`src/logic/sgcr_map.vh`:
```
// Purpose: Constants for the switch global control register bank
// Assumes: 8-bit register data, 8-bit register index, 250 MHz clock
// Notes:   Guarded against double inclusion
`ifndef SGCR_MAP_VH
`define SGCR_MAP_VH

// Register offsets
`define SGCR_OFS_PORT4_CFG 8'h06
`define SGCR_OFS_STORM_LOW 8'h07
`define SGCR_OFS_TEST_A    8'h08
`define SGCR_OFS_TEST_B    8'h09
`define SGCR_OFS_TEST_C    8'h0A
`define SGCR_OFS_EDGE_LED  8'h0B

// Field positions in port4_link_config
`define SGCR_BIT_BACKPRES  7
`define SGCR_BIT_HALF_DUP  6
`define SGCR_BIT_FLOW_CTRL 5
`define SGCR_BIT_SPEED_10  4
`define SGCR_BIT_NULL_VID  3
`define SGCR_STORM_HI_MSB  2

// Field positions in clock_edge_led_config
`define SGCR_BIT_EDGE_P3   7
`define SGCR_BIT_EDGE_P4   6
`define SGCR_BIT_PWR_SAVE  3
`define SGCR_BIT_LED_MODE  1
`define SGCR_BIT_RD_EDGE   0
`define SGCR_EDGE_RW_MASK  8'hCB

// Reset values
`define SGCR_RST_PORT4_CFG 8'h00
`define SGCR_RST_STORM_LOW 8'h4A
`define SGCR_RST_TEST_A    8'h00
`define SGCR_RST_TEST_B    8'h4C
`define SGCR_RST_TEST_C    8'h00
`define SGCR_RST_EDGE_LED  8'h00

// Timing
`define SGCR_CLK_KHZ       250000
`define SGCR_PERIOD_FAST_MS 50
`define SGCR_PERIOD_SLOW_MS 500
`define SGCR_STRAP_FILL    2'b11

`endif

```
`src/logic/sgcr_regs.v`:
```
// Purpose: Global control registers of a four-port managed switch
// Assumes: Management logic (SPI/SMI) on the same clock gives
//          single-cycle read and write strobes with an index
// Notes:   Read data is registered, one cycle after the strobe
`default_nettype none
`include "sgcr_map.vh"

module sgcr_regs #(
    parameter integer FAST_CYC =
        `SGCR_PERIOD_FAST_MS * `SGCR_CLK_KHZ,
    parameter integer SLOW_CYC =
        `SGCR_PERIOD_SLOW_MS * `SGCR_CLK_KHZ,
    parameter integer CNT_W    = 27
) (
    input  wire        clk,
    input  wire        reset_n,
    // Register port from management logic
    input  wire [7:0]  reg_addr,
    input  wire [7:0]  reg_wdata,
    input  wire        reg_wr,
    input  wire        reg_rd,
    output reg  [7:0]  reg_rdata,
    output reg         reg_rvalid,
    // Strap pins, sampled at the end of reset
    input  wire        duplex_strap_pin,
    input  wire        flow_ctrl_strap_pin,
    input  wire        speed_strap_pin,
    input  wire        led_mode_strap_pin,
    // Host port controls
    output wire        host_port_mii_backpres,
    output wire        host_port_mii_half_dup,
    output wire        host_port_mii_flow_ctrl,
    output wire        host_port_mii_speed_10,
    // Null VLAN ID replacement path
    input  wire        vid_valid,
    input  wire [11:0] rx_vid,
    input  wire [11:0] port_vid,
    output reg  [11:0] vid_out,
    output reg         vid_out_valid,
    // Broadcast storm control
    output wire [10:0] storm_threshold,
    output reg         storm_tick_fast,
    output reg         storm_tick_slow,
    // Clock edges and power
    output wire        third_port_rmii_neg_edge,
    output wire        host_port_rmii_neg_edge,
    output wire        phy_power_save,
    output wire        mgmt_read_neg_edge,
    // LED sources and drives
    input  wire        link_act,
    input  wire        speed_100,
    input  wire        full_duplex,
    output reg         port_led_one,
    output reg         port_led_zero
);

    // Reset release synchroniser
    reg        rst_meta;
    reg        rst_n_s;

    // Strap synchronisers, three stages each
    reg  [3:0] strap_s1;
    reg  [3:0] strap_s2;
    reg  [3:0] strap_s3;
    reg        strap_done;
    wire [3:0] strap_pins;
    wire       strap_agree;
    reg  [1:0] strap_fill;

    // Registers
    reg  [7:0] port4_link_config;
    reg  [7:0] storm_rate_low;
    reg  [7:0] clock_edge_led_config;

    // Decode
    wire       wr_port4;
    wire       wr_storm;
    wire       wr_edge;
    reg  [7:0] next_rdata;

    // Period counters
    reg  [CNT_W-1:0] fast_cnt;
    reg  [CNT_W-1:0] slow_cnt;

    // Order: duplex, flow, speed, led mode
    assign strap_pins = {duplex_strap_pin, flow_ctrl_strap_pin,
                         speed_strap_pin, led_mode_strap_pin};

    // Release reset through two flops; assertion stays immediate
    always @(posedge clk or negedge reset_n) begin
        if (!reset_n) begin
            rst_meta <= 1'b0;
            rst_n_s  <= 1'b0;
        end else begin
            rst_meta <= 1'b1;
            rst_n_s  <= rst_meta;
        end
    end

    // Pins are asynchronous, so three stages before the load, two before the compare
    always @(posedge clk or negedge rst_n_s) begin
        if (!rst_n_s) begin
            strap_s1 <= 4'h0;
            strap_s2 <= 4'h0;
            strap_s3 <= 4'h0;
        end else begin
            strap_s1 <= strap_pins;
            strap_s2 <= strap_s1;
            strap_s3 <= strap_s2;
        end
    end

    // Stages leave reset at zero, so an early agreement would only
    // compare reset values; wait until the pins have filled the pipe
    always @(posedge clk or negedge rst_n_s) begin
        if (!rst_n_s) begin
            strap_fill <= 2'b00;
        end else if (strap_fill != `SGCR_STRAP_FILL) begin
            strap_fill <= strap_fill + 2'b01;
        end
    end

    // A level counts once the pipe is full and the last two stages
    // agree; a strap still bouncing then just delays the load
    assign strap_agree = (strap_fill == `SGCR_STRAP_FILL) &&
                         (strap_s2 == strap_s3);

    // Register bank writes; read-only test registers take none
    assign wr_port4 = reg_wr && (reg_addr == `SGCR_OFS_PORT4_CFG);
    assign wr_storm = reg_wr && (reg_addr == `SGCR_OFS_STORM_LOW);
    assign wr_edge  = reg_wr && (reg_addr == `SGCR_OFS_EDGE_LED);

    // Strap load happens once; a write in that same cycle wins
    always @(posedge clk or negedge rst_n_s) begin
        if (!rst_n_s) begin
            strap_done            <= 1'b0;
            port4_link_config     <= `SGCR_RST_PORT4_CFG;
            storm_rate_low        <= `SGCR_RST_STORM_LOW;
            clock_edge_led_config <= `SGCR_RST_EDGE_LED;
        end else begin
            if (!strap_done && strap_agree) begin
                strap_done <= 1'b1;
                port4_link_config[`SGCR_BIT_HALF_DUP] <=
                    strap_s3[3];
                port4_link_config[`SGCR_BIT_FLOW_CTRL] <=
                    strap_s3[2];
                port4_link_config[`SGCR_BIT_SPEED_10] <=
                    strap_s3[1];
                clock_edge_led_config[`SGCR_BIT_LED_MODE] <=
                    strap_s3[0];
            end
            if (wr_port4) begin
                port4_link_config <= reg_wdata;
            end
            if (wr_storm) begin
                storm_rate_low <= reg_wdata;
            end
            if (wr_edge) begin
                // Reserved bits 5, 4 and 2 stay zero
                clock_edge_led_config <=
                    reg_wdata & `SGCR_EDGE_RW_MASK;
            end
        end
    end

    // Read mux; unmapped offsets read as zero
    always @* begin
        next_rdata = 8'h00;
        case (reg_addr)
            `SGCR_OFS_PORT4_CFG: next_rdata = port4_link_config;
            `SGCR_OFS_STORM_LOW: next_rdata = storm_rate_low;
            `SGCR_OFS_TEST_A:    next_rdata = `SGCR_RST_TEST_A;
            `SGCR_OFS_TEST_B:    next_rdata = `SGCR_RST_TEST_B;
            `SGCR_OFS_TEST_C:    next_rdata = `SGCR_RST_TEST_C;
            `SGCR_OFS_EDGE_LED:  next_rdata = clock_edge_led_config;
            default:             next_rdata = 8'h00;
        endcase
    end

    // Registered read answer, one cycle after the strobe
    always @(posedge clk or negedge rst_n_s) begin
        if (!rst_n_s) begin
            reg_rdata  <= 8'h00;
            reg_rvalid <= 1'b0;
        end else begin
            reg_rvalid <= reg_rd;
            if (reg_rd) begin
                reg_rdata <= next_rdata;
            end
        end
    end

    // Host port control levels
    assign host_port_mii_backpres =
        port4_link_config[`SGCR_BIT_BACKPRES];
    assign host_port_mii_half_dup =
        port4_link_config[`SGCR_BIT_HALF_DUP];
    assign host_port_mii_flow_ctrl =
        port4_link_config[`SGCR_BIT_FLOW_CTRL];
    assign host_port_mii_speed_10 =
        port4_link_config[`SGCR_BIT_SPEED_10];

    // Threshold in 64-byte blocks: three high bits, then low byte
    assign storm_threshold =
        {port4_link_config[`SGCR_STORM_HI_MSB:0],
         storm_rate_low};

    // Edge, power and read-launch selects
    assign third_port_rmii_neg_edge =
        clock_edge_led_config[`SGCR_BIT_EDGE_P3];
    assign host_port_rmii_neg_edge =
        clock_edge_led_config[`SGCR_BIT_EDGE_P4];
    assign phy_power_save =
        clock_edge_led_config[`SGCR_BIT_PWR_SAVE];
    assign mgmt_read_neg_edge =
        clock_edge_led_config[`SGCR_BIT_RD_EDGE];

    // Null VID swap, one register stage so the output is clean
    always @(posedge clk or negedge rst_n_s) begin
        if (!rst_n_s) begin
            vid_out       <= 12'h000;
            vid_out_valid <= 1'b0;
        end else begin
            vid_out_valid <= vid_valid;
            if (port4_link_config[`SGCR_BIT_NULL_VID] &&
                (rx_vid == 12'h000)) begin
                vid_out <= port_vid;
            end else begin
                vid_out <= rx_vid;
            end
        end
    end

    // Free-running storm periods; each port picks the tick that
    // matches its speed, so both run at all times
    always @(posedge clk or negedge rst_n_s) begin
        if (!rst_n_s) begin
            fast_cnt        <= {CNT_W{1'b0}};
            slow_cnt        <= {CNT_W{1'b0}};
            storm_tick_fast <= 1'b0;
            storm_tick_slow <= 1'b0;
        end else begin
            storm_tick_fast <= 1'b0;
            storm_tick_slow <= 1'b0;
            if (fast_cnt == FAST_CYC[CNT_W-1:0] - 1'b1) begin
                fast_cnt        <= {CNT_W{1'b0}};
                storm_tick_fast <= 1'b1;
            end else begin
                fast_cnt <= fast_cnt + 1'b1;
            end
            if (slow_cnt == SLOW_CYC[CNT_W-1:0] - 1'b1) begin
                slow_cnt        <= {CNT_W{1'b0}};
                storm_tick_slow <= 1'b1;
            end else begin
                slow_cnt <= slow_cnt + 1'b1;
            end
        end
    end

    // LED function select; mode 1 shows 100M link and duplex
    always @(posedge clk or negedge rst_n_s) begin
        if (!rst_n_s) begin
            port_led_one  <= 1'b0;
            port_led_zero <= 1'b0;
        end else if (clock_edge_led_config[`SGCR_BIT_LED_MODE]) begin
            port_led_one  <= link_act & speed_100;
            port_led_zero <= full_duplex;
        end else begin
            port_led_one  <= link_act;
            port_led_zero <= speed_100;
        end
    end

endmodule // sgcr_regs
`default_nettype wire

```
`config.mk`:
```
export PLATFORM = sky130hd
export DESIGN_NAME = sgcr_regs
export DESIGN_NICKNAME = d
export VERILOG_FILES = /design/src/logic/sgcr_regs.v
export VERILOG_INCLUDE_DIRS = /design/src /design/src/logic
export SDC_FILE = /design/constraint.sdc
export NUM_CORES = 1
export LEC_CHECK = 0
export BUFFER_PORTS_ARGS = -buffer_cell sky130_fd_sc_hd__buf_2
export CAP_MARGIN = 25
export CORE_MARGIN = 1.5
export CORE_UTILIZATION = 55
export DETAILED_ROUTE_END_ITERATION = 7
export GPL_TIMING_DRIVEN = 0
export PLACE_DENSITY_LB_ADDON = 0.05
export SETUP_SLACK_MARGIN = 0.1
export SYNTH_ARGS = -nofsm -noshare
export SYNTH_HDL_FRONTEND = slang
export SYNTH_SLANG_ARGS = --single-unit
```
`constraint.sdc`:
```
create_clock -name clk -period 4.33 [get_ports clk]
set_input_delay 0.433 -clock clk [delete_from_list [all_inputs] [get_ports clk]]
set_output_delay 0.433 -clock clk [all_outputs]
set_load 0.05 [all_outputs]
```
# Yosys cells after proc, flatten, opt, wreduce, memory -nomap -nowiden
# Index checks and enable logic that the tools add are counted.
# word_totals
reg_bits,118
latch_bits,0
ram_bits,0
rom_bits,0
input_bits,52
output_inout_bits,45
wordCells,57
n_memories,0
# op_classes
add_sub_neg,3
multipliers,0
n_div,0
magnitude_cmp,0
n_eq_ne,9
shift,0
mux,12
bitwise_logic,1
n_reduce_logical,10
# ops
operator,n
$add A27 B1 Y27 const B,2
$mux W27,2
$pmux W8 S4,1
$eq A27 B24 Y1 const B,1
$eq A27 B27 Y1 const B,1
$eq A8 B3 Y1 const B,2
$eq A8 B4 Y1 const B,2
$logic_not A12 Y1,1
$mux W12,1
$mux W7,1
$logic_and A1 B1 Y1,6
$mux W1,5
$eq A4 B4 Y1,1
$reduce_bool A2 Y1,2
$mux W3,1
$add A2 B1 Y2 const B,1
$eq A2 B2 Y1 const B,1
$mux W2,1
$ne A2 B2 Y1 const B,1
$and A1 B1 Y1,1
$logic_not A1 Y1,1

# Depth between registers and ports, before layout
# Gate-level depths: netlist (run 1).
# depth
depth_word,5
depth_mapped,7
depth_no_buf,6

# Worst setup path after synthesis (run 1)
# Ideal clock, no wire load.
# synth_timing
kind,input port to flip-flop
startpoint,input port reg_addr[5]
endpoint,register storm_rate_low[0]
setup_ns,0.125
t_arrival_ns,1.591
t_required_ns,4.205
slack_ns,2.614
path_stages,4
n_path_buf,0
path_cell_list,or4_4 nor2_4 nand4_4 mux2_2
# synth_between
elab_chain_len,2
# synth_rtl
element,line_no,text
from (decl),sgcr_regs.v:18,"input wire [7:0] reg_addr,"
$eq A8 B3 Y1,n/a,
$logic_and A1 B1 Y1,sgcr_regs.v:130,assign wr_storm = reg_wr && (reg_addr == `SGCR_OFS_STORM_LOW);
to (signal assigned),sgcr_regs.v:138,storm_rate_low <= `SGCR_RST_STORM_LOW;
to (signal assigned),sgcr_regs.v:156,storm_rate_low <= reg_wdata;
to (decl),sgcr_regs.v:72,reg [7:0] storm_rate_low;
# No other way between the ends.
# A chain may end at the register's enable or synchronous reset.

# Worst setup path after layout (run 1)
# layout_timing
startpoint,register slow_cnt[23]
endpoint,register slow_cnt[21]
# layout_between
elab_chain_len,2
# layout_rtl
element,line_no,text
from (decl),sgcr_regs.v:83,reg [CNT_W-1:0] slow_cnt;
from (signal assigned),sgcr_regs.v:239,slow_cnt <= {CNT_W{1'b0}};
from (signal assigned),sgcr_regs.v:252,slow_cnt <= {CNT_W{1'b0}};
from (signal assigned),sgcr_regs.v:255,slow_cnt <= slow_cnt + 1'b1;
$eq A27 B27 Y1,sgcr_regs.v:251,if (slow_cnt == SLOW_CYC[CNT_W-1:0] - 1'b1) begin
$mux W27,sgcr_regs.v:251,
# No other way between the ends.

==> results of run 1 <==
==> cell type report <==
class	count	area, µm²	share of cell area [%]
flip-flops and latches	118	2960	46.8
multi-input cells	284	1980	31.4
repair buffers	97	513	8.11
clock buffers	18	428	6.76
clock inverters	14	168	2.65
well taps	108	135	2.14
inverters	19	71.3	1.13
plain buffers	11	67.6	1.07
==> Yosys cell counts, types with 2 or more instances <==
cell type	count	area share (%)
nor4_1	7	0.86
inv_1	19	1.4
buf_4	4	0.59
o21ai_0	7	0.69
buf_2	3	0.30
mux2i_1	4	0.79
dfstp_2	3	1.6
o22ai_1	8	0.99
dfrtp_1	115	57
nand3b_1	5	0.74
nor2b_1	3	0.37
nand3_1	25	2.5
nor4b_4	2	0.94
a22oi_1	4	0.59
ha_1	3	0.74
clkbuf_1	3	0.22
and4_1	6	1.0
a21o_1	13	1.9
nor4b_1	3	0.52
a21oi_1	11	1.1
xnor2_1	19	3.3
mux2_2	20	4.4
nand4_1	17	2.1
and3_1	10	1.2
xor2_1	27	4.7
nor3_2	2	0.39
nand2_1	19	1.4
nor2_1	45	3.3
o211ai_1	2	0.30
==> power by group <==
part	internal (mW)	switching [mW]	total (mW)	leakage [nW]
clock	0.849	0.539	1.39	0.286
sequential	1.15	0.0446	1.20	1.52
combinational	0.0863	0.198	0.285	1.33
total	2.09	0.782	2.87	3.14
==> logic make-up after synthesis <==
logic type / after synthesis / share of synthesized area, %
simple gates: 159 / 18.5
flops: 118 / 58.2
compound gates: 51 / 6.63
xor+xnor: 46 / 7.93
buf+inv: 30 / 2.73
mux: 24 / 5.22
fa+ha+maj: 3 / 0.739
other cells: 1 / 0.0738
==> state kept, by name, summed over array words and instances, names as in the netlist, 2 cells and up <==
signal                 flops
fast_cnt                  27
slow_cnt                  27
vid_out                   12
port4_link_config          8
reg_rdata                  8
storm_rate_low             8
clock_edge_led_config      5
strap_s1                   4
strap_s2                   4
strap_s3                   4
strap_fill                 2
==> worst register-to-register path, delay by kind of cell, from the launching register on <==
family	cells	cell delay, ps
compound gates	1	100
flops	1	450
simple gates	4	1320
==> how the worst max path moves through the flow <==
| stage | end | slack (ps) | depth (start not counted) |
|---|---|---|---|
| floorplan | clock_edge_led_config[0] | 800 | 0 |
| global route | slow_cnt[21] | 2170 | 5 |
| CTS | fast_cnt[18] | 2290 | 6 |
| global placement | port_led_zero | -400 | 0 |
| finish | slow_cnt[21] | 2320 | 5 |
| detailed placement | port4_link_config[3] | 2270 | 5 |
==> through the flow <==
| stage | instances | utilization (%) |
|---|---|---|
| CTS | 669 | 71.5 |
| detailed placement | 636 | 64.7 |
| global placement | 635 | 64.3 |
| floorplan | 432 | - |
| global route | 669 | 71.5 |
| finish | 669 | 71.5 |
==> routing by layer <==
metal / vias up / wire length [µm] / GRT usage [%] / share of wire [%]
met5: - / 0 / 0 / 0
met4: 0 / 176 / 8.67 / 1.7
met3: 16 / 531 / 5.20 / 5.0
met2: 122 / 5030 / 37.1 / 48
met1: 1800 / 4810 / 31.0 / 46
li1: 1773 / - / - / -
==> results.sh, run 1 <==
export IMPL_status="finished clean"
export IMPL_h_tree_depth=4
export IMPL_dp_slack_ps=2270
export IMPL_cp_max_fo=9
export IMPL_holdPathEnd="vid_out_valid"
export IMPL_syn_inst=432
export IMPL_max_clock_path_buffers=2
export IMPL_grt_max_degree=67
export IMPL_rows=34
export IMPL_overflow=0
export IMPL_grt_usage_pct=23.0
export IMPL_synth_edf_count=0
export IMPL_tritoncts="built"
export IMPL_crit_family="simple AND/OR/NAND/NOR gates"
export IMPL_drt_first_pass_iters=4
export IMPL_vias_per_cell=5.55
export IMPL_gp_congestion=0.840
export IMPL_r2r_start="slow_cnt[23]"
export IMPL_fmax_ghz=0.498
export IMPL_ys_seq_elements=118
export IMPL_hold_viol=0
export IMPL_ys_warn_count=0
export IMPL_synth_async_reset_ratio_pct=100
export IMPL_nets=603
export IMPL_diodes=0
export IMPL_postRouteAntennaNets=0
export IMPL_r2r_slack_ps=2320
export IMPL_placed_area_um2=5720
export IMPL_cts_inserted_buffers=17
export IMPL_final_period_utilization_pct=46.4
export IMPL_fin_area_um2=6330
export IMPL_pin_count=97
export IMPL_power_mw=2.87
export IMPL_fin_skew_ps=10.2
export IMPL_drc_errors=0
export IMPL_cp_data_arrival_time_ps=2380
export IMPL_tightest_slew_ps=703
export IMPL_dp_hpwl_um=7120
export IMPL_drv_cap=0
export IMPL_crit_path_end_kind="flop"
export IMPL_vias=3711
export IMPL_cts_resized=0
export IMPL_crit_buf_inv=0
export IMPL_startpoint_type="flop"
export IMPL_ctsHoldBuffers=1
export IMPL_clockRootBuffer="clkbuf_8"
export IMPL_layout_commonest_cell="dfrtp_1"
export IMPL_syn_area_per_cell_um2=11.8
export IMPL_setup_violations=0
export IMPL_power_leakage_nw=3.14
export IMPL_worstSetupPathType="flop to flop"
export IMPL_syn_cell_area_um2=5080
export IMPL_cellPowerDensity_nw_per_um2=454
export IMPL_wirelength_um=10600
export IMPL_crit_start="slow_cnt[23]"
export IMPL_hold_ws_ps=29.1
export IMPL_rsz0062_at_grt="no"
export IMPL_core_um2=8850
export IMPL_finalCriticalPeriod_ps=2010
export IMPL_reg2reg_depth=5
export IMPL_setup_tns_ps=0
export IMPL_initial_core_util_pct=57.4
export IMPL_grt_first_pass_wirelength_um=17500
export IMPL_max_slew_margin_pct=52.7
export IMPL_r2r_end="slow_cnt[21]"
export IMPL_cts_sinks=118
export IMPL_cp_slowest_cell="nor4b_4"
export IMPL_die_h_um=99.1
export IMPL_crit_chain="nor4b_1 -> nand4_1 -> nor4b_4 -> nand3b_1 -> o21ai_0"
export IMPL_grt_pass1_vias=3650
export IMPL_clock_latency_ps=510
export IMPL_cts_setup_buffers=0
export IMPL_drive_gt1_share_pct=30.7
export IMPL_first_iter_violations=193
export IMPL_final_cell_mix="dfrtp_1 (114), buf_2 (98), nor2_1 (45)"
export IMPL_min_path_type="primary input to flop"
export IMPL_min_delay_path_depth=1
export IMPL_seq_area_frac_synth_pct=58.2
export IMPL_area_delta_synth_final_pct=24.6
export IMPL_nFillCells=657
export IMPL_die_w_um=99.1
export IMPL_fin_ws_ps=2320
export IMPL_irDropWorstVdd_v=0.000275
export IMPL_critical_path_required_ps=4710
export IMPL_drv_slew=0
export IMPL_critPathMaxStageDelay_ps=620
export IMPL_avgRoutedWirePerCell_um=15.8
export IMPL_ys_flop_type="dfrtp_1"
export IMPL_yosysUniqueCellTypes=52
export IMPL_synth_fp_nets=487
export IMPL_dieArea_um2=9820
export IMPL_antenna_found_initial=0
export IMPL_hp_start="vid_valid"
export IMPL_port_buffers=95
export IMPL_clkTransAtPathRegs_ps=60
No activity file was read; power rests on OpenSTA's default activity.
==> run 2, diff against run 1 <==
CORE_UTILIZATION = 50   (was 55)
clock period = 1.7 ns   (was 4.33 ns; I/O delays follow)
==> results.sh, run 2 (synthesis results as in run 1) <==
export IMPL_vias=4190
export IMPL_grt_max_degree=70
export IMPL_h_tree_depth=4
export IMPL_critical_path_required_ps=2100
export IMPL_hp_start="reg_addr[1]"
export IMPL_wirelength_um=13500
export IMPL_grt_pass1_vias=4128
export IMPL_dieArea_um2=10800
export IMPL_clock_latency_ps=520
export IMPL_die_w_um=104
export IMPL_crit_buf_inv=3
export IMPL_initial_core_util_pct=51.7
export IMPL_port_buffers=95
export IMPL_crit_chain="nor4_2 -> nand4_1 -> nor4b_4 -> buf_6 -> buf_4 -> buf_8 -> nor2_1"
export IMPL_overflow=0
export IMPL_core_um2=9820
export IMPL_largestRegisters="fast_cnt: 27 flops, slow_cnt: 27 flops, vid_out: 12 flops"
export IMPL_rows=36
export IMPL_status="finished with violations"
export IMPL_cts_sinks=118
export IMPL_hold_viol=0
export IMPL_fin_ws_ps=-53.5
export IMPL_area_delta_synth_final_pct=49.1
export IMPL_first_iter_violations=193
export IMPL_tritoncts="built"
export IMPL_r2r_start="slow_cnt[6]"
export IMPL_violations="setup timing"
export IMPL_reg2reg_depth=7
export IMPL_cp_data_arrival_time_ps=2150
export IMPL_drive_gt1_share_pct=41.1
export IMPL_finalCriticalPeriod_ps=1750
export IMPL_diodes=0
export IMPL_min_path_type="primary input to flop"
export IMPL_cp_max_fo=6
export IMPL_fmax_ghz=0.570
export IMPL_cellPowerDensity_nw_per_um2=1000
export IMPL_drc_errors=0
export IMPL_die_h_um=104
export IMPL_drt_first_pass_iters=4
export IMPL_setup_tns_ps=-437
export IMPL_holdPathEnd="reg_rdata[0]"
export IMPL_vias_per_cell=5.30
export IMPL_irDropWorstVdd_v=0.000775
export IMPL_drv_cap=0
export IMPL_postRouteAntennaNets=0
export IMPL_layout_commonest_cell="dfrtp_1"
export IMPL_cts_inserted_buffers=17
export IMPL_dp_hpwl_um=7230
export IMPL_tightest_slew_ps=764
export IMPL_gp_congestion=0.811
export IMPL_clkTransAtPathRegs_ps=50
export IMPL_placed_cells=661
export IMPL_cp_slowest_cell="dfrtp_1"
export IMPL_crit_start="slow_cnt[6]"
export IMPL_drv_slew=0
export IMPL_final_cell_mix="dfrtp_1 (108), buf_2 (96), buf_4 (47)"
export IMPL_worstSetupPathType="flop to flop"
export IMPL_avgRoutedWirePerCell_um=17.1
export IMPL_pin_count=97
export IMPL_max_clock_path_buffers=2
export IMPL_max_slew_margin_pct=48.6
export IMPL_layoutNonFillerInstCount=790
export IMPL_crit_family="simple AND/OR/NAND/NOR gates"
export IMPL_fin_skew_ps=7.89
export IMPL_min_delay_path_depth=3
export IMPL_hold_ws_ps=38.8
export IMPL_grt_usage_pct=24.4
export IMPL_rsz0062_at_grt="yes"
export IMPL_r2r_slack_ps=-50
export IMPL_critPathMaxStageDelay_ps=410
export IMPL_final_period_utilization_pct=103
export IMPL_setup_violations=10
export IMPL_r2r_end="slow_cnt[11]"
export IMPL_grt_first_pass_wirelength_um=20700
export IMPL_power_leakage_nw=3.70
export IMPL_startpoint_type="flop"
export IMPL_final_util_pct=77.1
export IMPL_crit_path_end_kind="flop"
export IMPL_nets=699
export IMPL_clockRootBuffer="clkbuf_8"
export IMPL_antenna_found_initial=0
[run 2: changes by cell type in the layout (fill, tap and decap cells not counted), moves of 5 or more]
cell and change:
buf_4 +43, dlygate4sd3_1 +42, nor2_1 -11, buf_6 +8, nor2_2 +7, dfrtp_1 -6
dfrtp_2 +6, nor4_1 -6, nand3_1 -5, nor4_2 +5
[run 2: stage by stage]
stage,area (µm²),setup WS (ps),power (mW)
6_report,7570,-53.5,7.58
5_1_grt,7570,-137,7.82
4_1_cts,7240,6.57,7.59
3_5_place_dp,5780,-237,3.82
3_3_place_gp,5750,-232,3.80
2_1_floorplan,5110,50.7,3.58
[run 2: layout make-up]
class / instances / area (µm²)
timing repair buffer: 193 / 1410
inverter: 19 / 71.3
multi-input combinational: 284 / 2250
tap: 133 / 166
clock inverter: 12 / 176
sequential: 118 / 2970
clock buffer: 20 / 435
fill: 643 / 2250
buffer: 11 / 92.6
[run 2: worst max-delay path by stage]
stage | end | slack [ps] | cells past startpoint
2_1_floorplan | fast_cnt[20] | 50 | 6
5_1_grt | slow_cnt[17] | -140 | 7
3_3_place_gp | fast_cnt[11] | -230 | 6
3_5_place_dp | slow_cnt[11] | -240 | 5
4_1_cts | slow_cnt[17] | 7 | 7
6_report | slow_cnt[11] | -50 | 7
[run 2: worst min-delay path: cells and delay by family]
family / cells / cell delay [ps]
AO/OA/AOI/OAI: 1 / 100
buffers and inverters: 1 / 130
AND/OR/NAND/NOR: 1 / 110
[run 2: power breakdown]
group | internal [mW] | switching, mW
sequential | 2.94 | 0.114
clock | 2.42 | 1.28
combinational | 0.301 | 0.532
total | 5.66 | 1.92
[run 2: layer usage]
| layer | routed length (µm) | track usage (%) | vias to the layer above |
|---|---|---|---|
| li1 | - | - | 1955 |
| met1 | 5560 | 30.4 | 2099 |
| met2 | 7200 | 41.0 | 119 |
| met3 | 561 | 6.86 | 17 |
| met4 | 212 | 8.33 | 0 |
| met5 | 0 | 0 | - |
[run 2: timing repair]
action,4_1_cts,5_1_grt
setup endpoints to repair,43,44
hold endpoints to repair,43,1
setup buffers,36,16
resized for setup,26,54
hold buffers,44,1
cloned,1,1
pin swaps,13,24
==> run 3, diff against run 2 <==
ABC_AREA = 1   (was unset)
CORE_UTILIZATION = 55   (was 50)
GPL_TIMING_DRIVEN = unset   (was 0)
clock period = 1.9 ns   (was 1.7 ns; I/O delays follow)
==> results.sh, run 3 <==
export IMPL_max_slew_margin_pct=52.6
export IMPL_layout_commonest_cell="nand2_1"
export IMPL_area_delta_synth_final_pct=28.7
export IMPL_ff_latch_area_um2=2960
export IMPL_setup_tns_ps=0
export IMPL_synthMostInstantiatedCell="nand2_1"
export IMPL_synth_fp_nets=830
export IMPL_worstSetupPathType="flop to flop"
export IMPL_h_tree_depth=4
export IMPL_final_util_pct=73.3
export IMPL_ys_flop_type="dfrtp_1"
export IMPL_multiInputGateArea_um2=2550
export IMPL_drive_gt1_share_pct=16.8
export IMPL_setup_violations=0
export IMPL_antenna_found_initial=0
export IMPL_nets=984
export IMPL_drt_first_pass_iters=5
export IMPL_ys_seq_elements=118
export IMPL_initial_core_util_pct=57.0
export IMPL_cts_inserted_buffers=17
export IMPL_synth_async_reset_ratio_pct=100
export IMPL_port_buffers=96
export IMPL_die_w_um=107
export IMPL_rsz0062_at_grt="no"
export IMPL_drv_slew=0
export IMPL_cts_setup_buffers=0
export IMPL_synth_top_area_share_pct=48.7
export IMPL_min_path_type="primary input to flop"
export IMPL_cellPowerDensity_nw_per_um2=864
export IMPL_avgRoutedWirePerCell_um=13.7
export IMPL_critical_path_required_ps=2310
export IMPL_max_clock_path_buffers=2
export IMPL_tightest_slew_ps=708
export IMPL_ys_top_cells_by_area="dfrtp_1 (49%), nand2_1 (15%), nor2_1 (8.8%)"
export IMPL_core_um2=10400
export IMPL_postRouteAntennaNets=0
export IMPL_cp_slowest_cell="dfrtp_1"
export IMPL_ys_warn_count=0
export IMPL_power_leakage_nw=3.86
export IMPL_tritoncts="built"
export IMPL_crit_path_end_kind="flop"
export IMPL_nFillCells=775
export IMPL_rows=37
export IMPL_grt_pass1_vias=5404
export IMPL_overflow=0
export IMPL_largestRegisters="fast_cnt: 27 flops, slow_cnt: 27 flops, vid_out: 12 flops"
export IMPL_cp_data_arrival_time_ps=2020
export IMPL_dp_slack_ps=303
export IMPL_grt_max_degree=52
export IMPL_final_period_utilization_pct=84.6
export IMPL_clkTransAtPathRegs_ps=60
export IMPL_seq_area_frac_synth_pct=50.0
export IMPL_pin_count=97
export IMPL_r2r_slack_ps=290
export IMPL_vias=5410
export IMPL_crit_chain="ha_2 -> nand3_1 -> inv_1 -> nand3_1 -> nor2_1 -> buf_4 -> nor2_1"
export IMPL_crit_buf_inv=2
export IMPL_syn_area_per_cell_um2=7.62
export IMPL_drc_errors=0
export IMPL_final_cell_mix="nand2_1 (231), nor2_1 (138), dfrtp_1 (114)"
export IMPL_synth_edf_count=0
export IMPL_grt_first_pass_wirelength_um=25100
export IMPL_fin_ws_ps=292
export IMPL_startpoint_type="flop"
export IMPL_grt_usage_pct=28.5
export IMPL_fmax_ghz=0.622
export IMPL_crit_family="simple AND/OR/NAND/NOR gates"
export IMPL_synth_largest_area_cell="dfrtp_1"
export IMPL_yosysUniqueCellTypes=33
export IMPL_cts_sinks=118
export IMPL_die_h_um=107
export IMPL_finalCriticalPeriod_ps=1610
export IMPL_clockRootBuffer="clkbuf_8"
export IMPL_hold_viol=0
export IMPL_gp_congestion=0.889
export IMPL_status="finished clean"
export IMPL_first_iter_violations=265
export IMPL_critPathMaxStageDelay_ps=420
export IMPL_syn_cell_area_um2=5910
export IMPL_drv_cap=0
export IMPL_cp_max_fo=10
export IMPL_dieArea_um2=11400
export IMPL_clock_latency_ps=530
export IMPL_fin_skew_ps=7.00
export IMPL_syn_inst=775
export IMPL_vias_per_cell=5.02
export IMPL_yosys_top_cells_count="nand2_1 (231), nor2_1 (138), dfrtp_1 (115)"
export IMPL_dp_hpwl_um=10000
export IMPL_diodes=0
export IMPL_wirelength_um=14800
export IMPL_irDropWorstVdd_v=0.000721
run 3: changes by cell type after synthesis, moves of 13 or more:
cell	change
nand2_1	+212
nor2_1	+93
inv_1	+72
nand3_1	+49
mux2_2	-19
o21ai_0	+15
a21o_1	-13
nor3_1	+13
run 3: cell families (layout without fill, tap and decap cells):
| logic type | Yosys count | count (layout) | synth area share (%) |
|---|---|---|---|
| compound gates | 27 | 27 | 2.33 |
| simple gates | 491 | 491 | 35.4 |
| flops | 118 | 118 | 50.0 |
| mux | 1 | 1 | 0.191 |
| xor+xnor | 30 | 30 | 4.45 |
| other cells | 1 | 1 | 0.0635 |
| buf+inv | 104 | 271 | 6.90 |
| fa+ha+maj | 3 | 3 | 0.635 |
run 3: what timing repair did:
action,4_1_cts,5_1_grt
hold buffers,45,0
gates resized for setup,0,1
endpoints found under the hold margin,48,0
setup endpoints to repair,0,1
run 3: final timing paths:
check                                    end        start  depth (start not counted)
max                             slow_cnt[26]  slow_cnt[0]                          7
max reg2reg                     slow_cnt[26]  slow_cnt[0]                          7
min reg2reg                      slow_cnt[2]      rst_n_s                          0
max in group asynchronous  storm_rate_low[1]      rst_n_s                          1
min in group asynchronous        slow_cnt[2]      rst_n_s                          0
min                             reg_rdata[6]  reg_addr[0]                          5
run 3: layer usage:
metal,track usage (%),wire (µm),up-vias
met3,6.87,617,26
met4,9.62,255,0
met5,0,0,-
met1,35.8,6460,2535
met2,48.3,7430,136
li1,-,-,2713
run 3: power breakdown:
group          internal [mW]  switching, mW  total, mW
registers               2.63         0.0904       2.72
clock network           1.92           1.21       3.13
logic                  0.230          0.490      0.720
total                   4.78           1.79       6.57
run 3: worst register-to-register path, stage by stage, from the launching register on:
cell and delay (ps):
dfrtp_1 420, ha_2 260, nand3_1 150, inv_1 150
nand3_1 80, nor2_1 130, buf_4 200, nor2_1 90
run 3: per-stage QoR:
step                      hold slack, ps  cells  power [mW]  instance area [µm²]
after floorplan                     -106    775        3.18                 5910
after global placement             -23.0   1001        3.38                 6570
after detailed placement           -19.3   1001        3.39                 6570
after CTS                           93.3   1078        6.61                 7600
after global routing                 155   1078        6.79                 7600
final                                121   1078        6.57                 7600
run 3: final cells by class:
| class | instances | share of cell area (%) |
|---|---|---|
| Sequential cell | 118 | 38.9 |
| Multi-Input combinational cell | 553 | 33.5 |
| Timing Repair Buffer | 147 | 13.2 |
| Clock buffer | 19 | 5.68 |
| Inverter | 92 | 4.54 |
| Tap cell | 136 | 2.24 |
| Clock inverter | 13 | 1.96 |
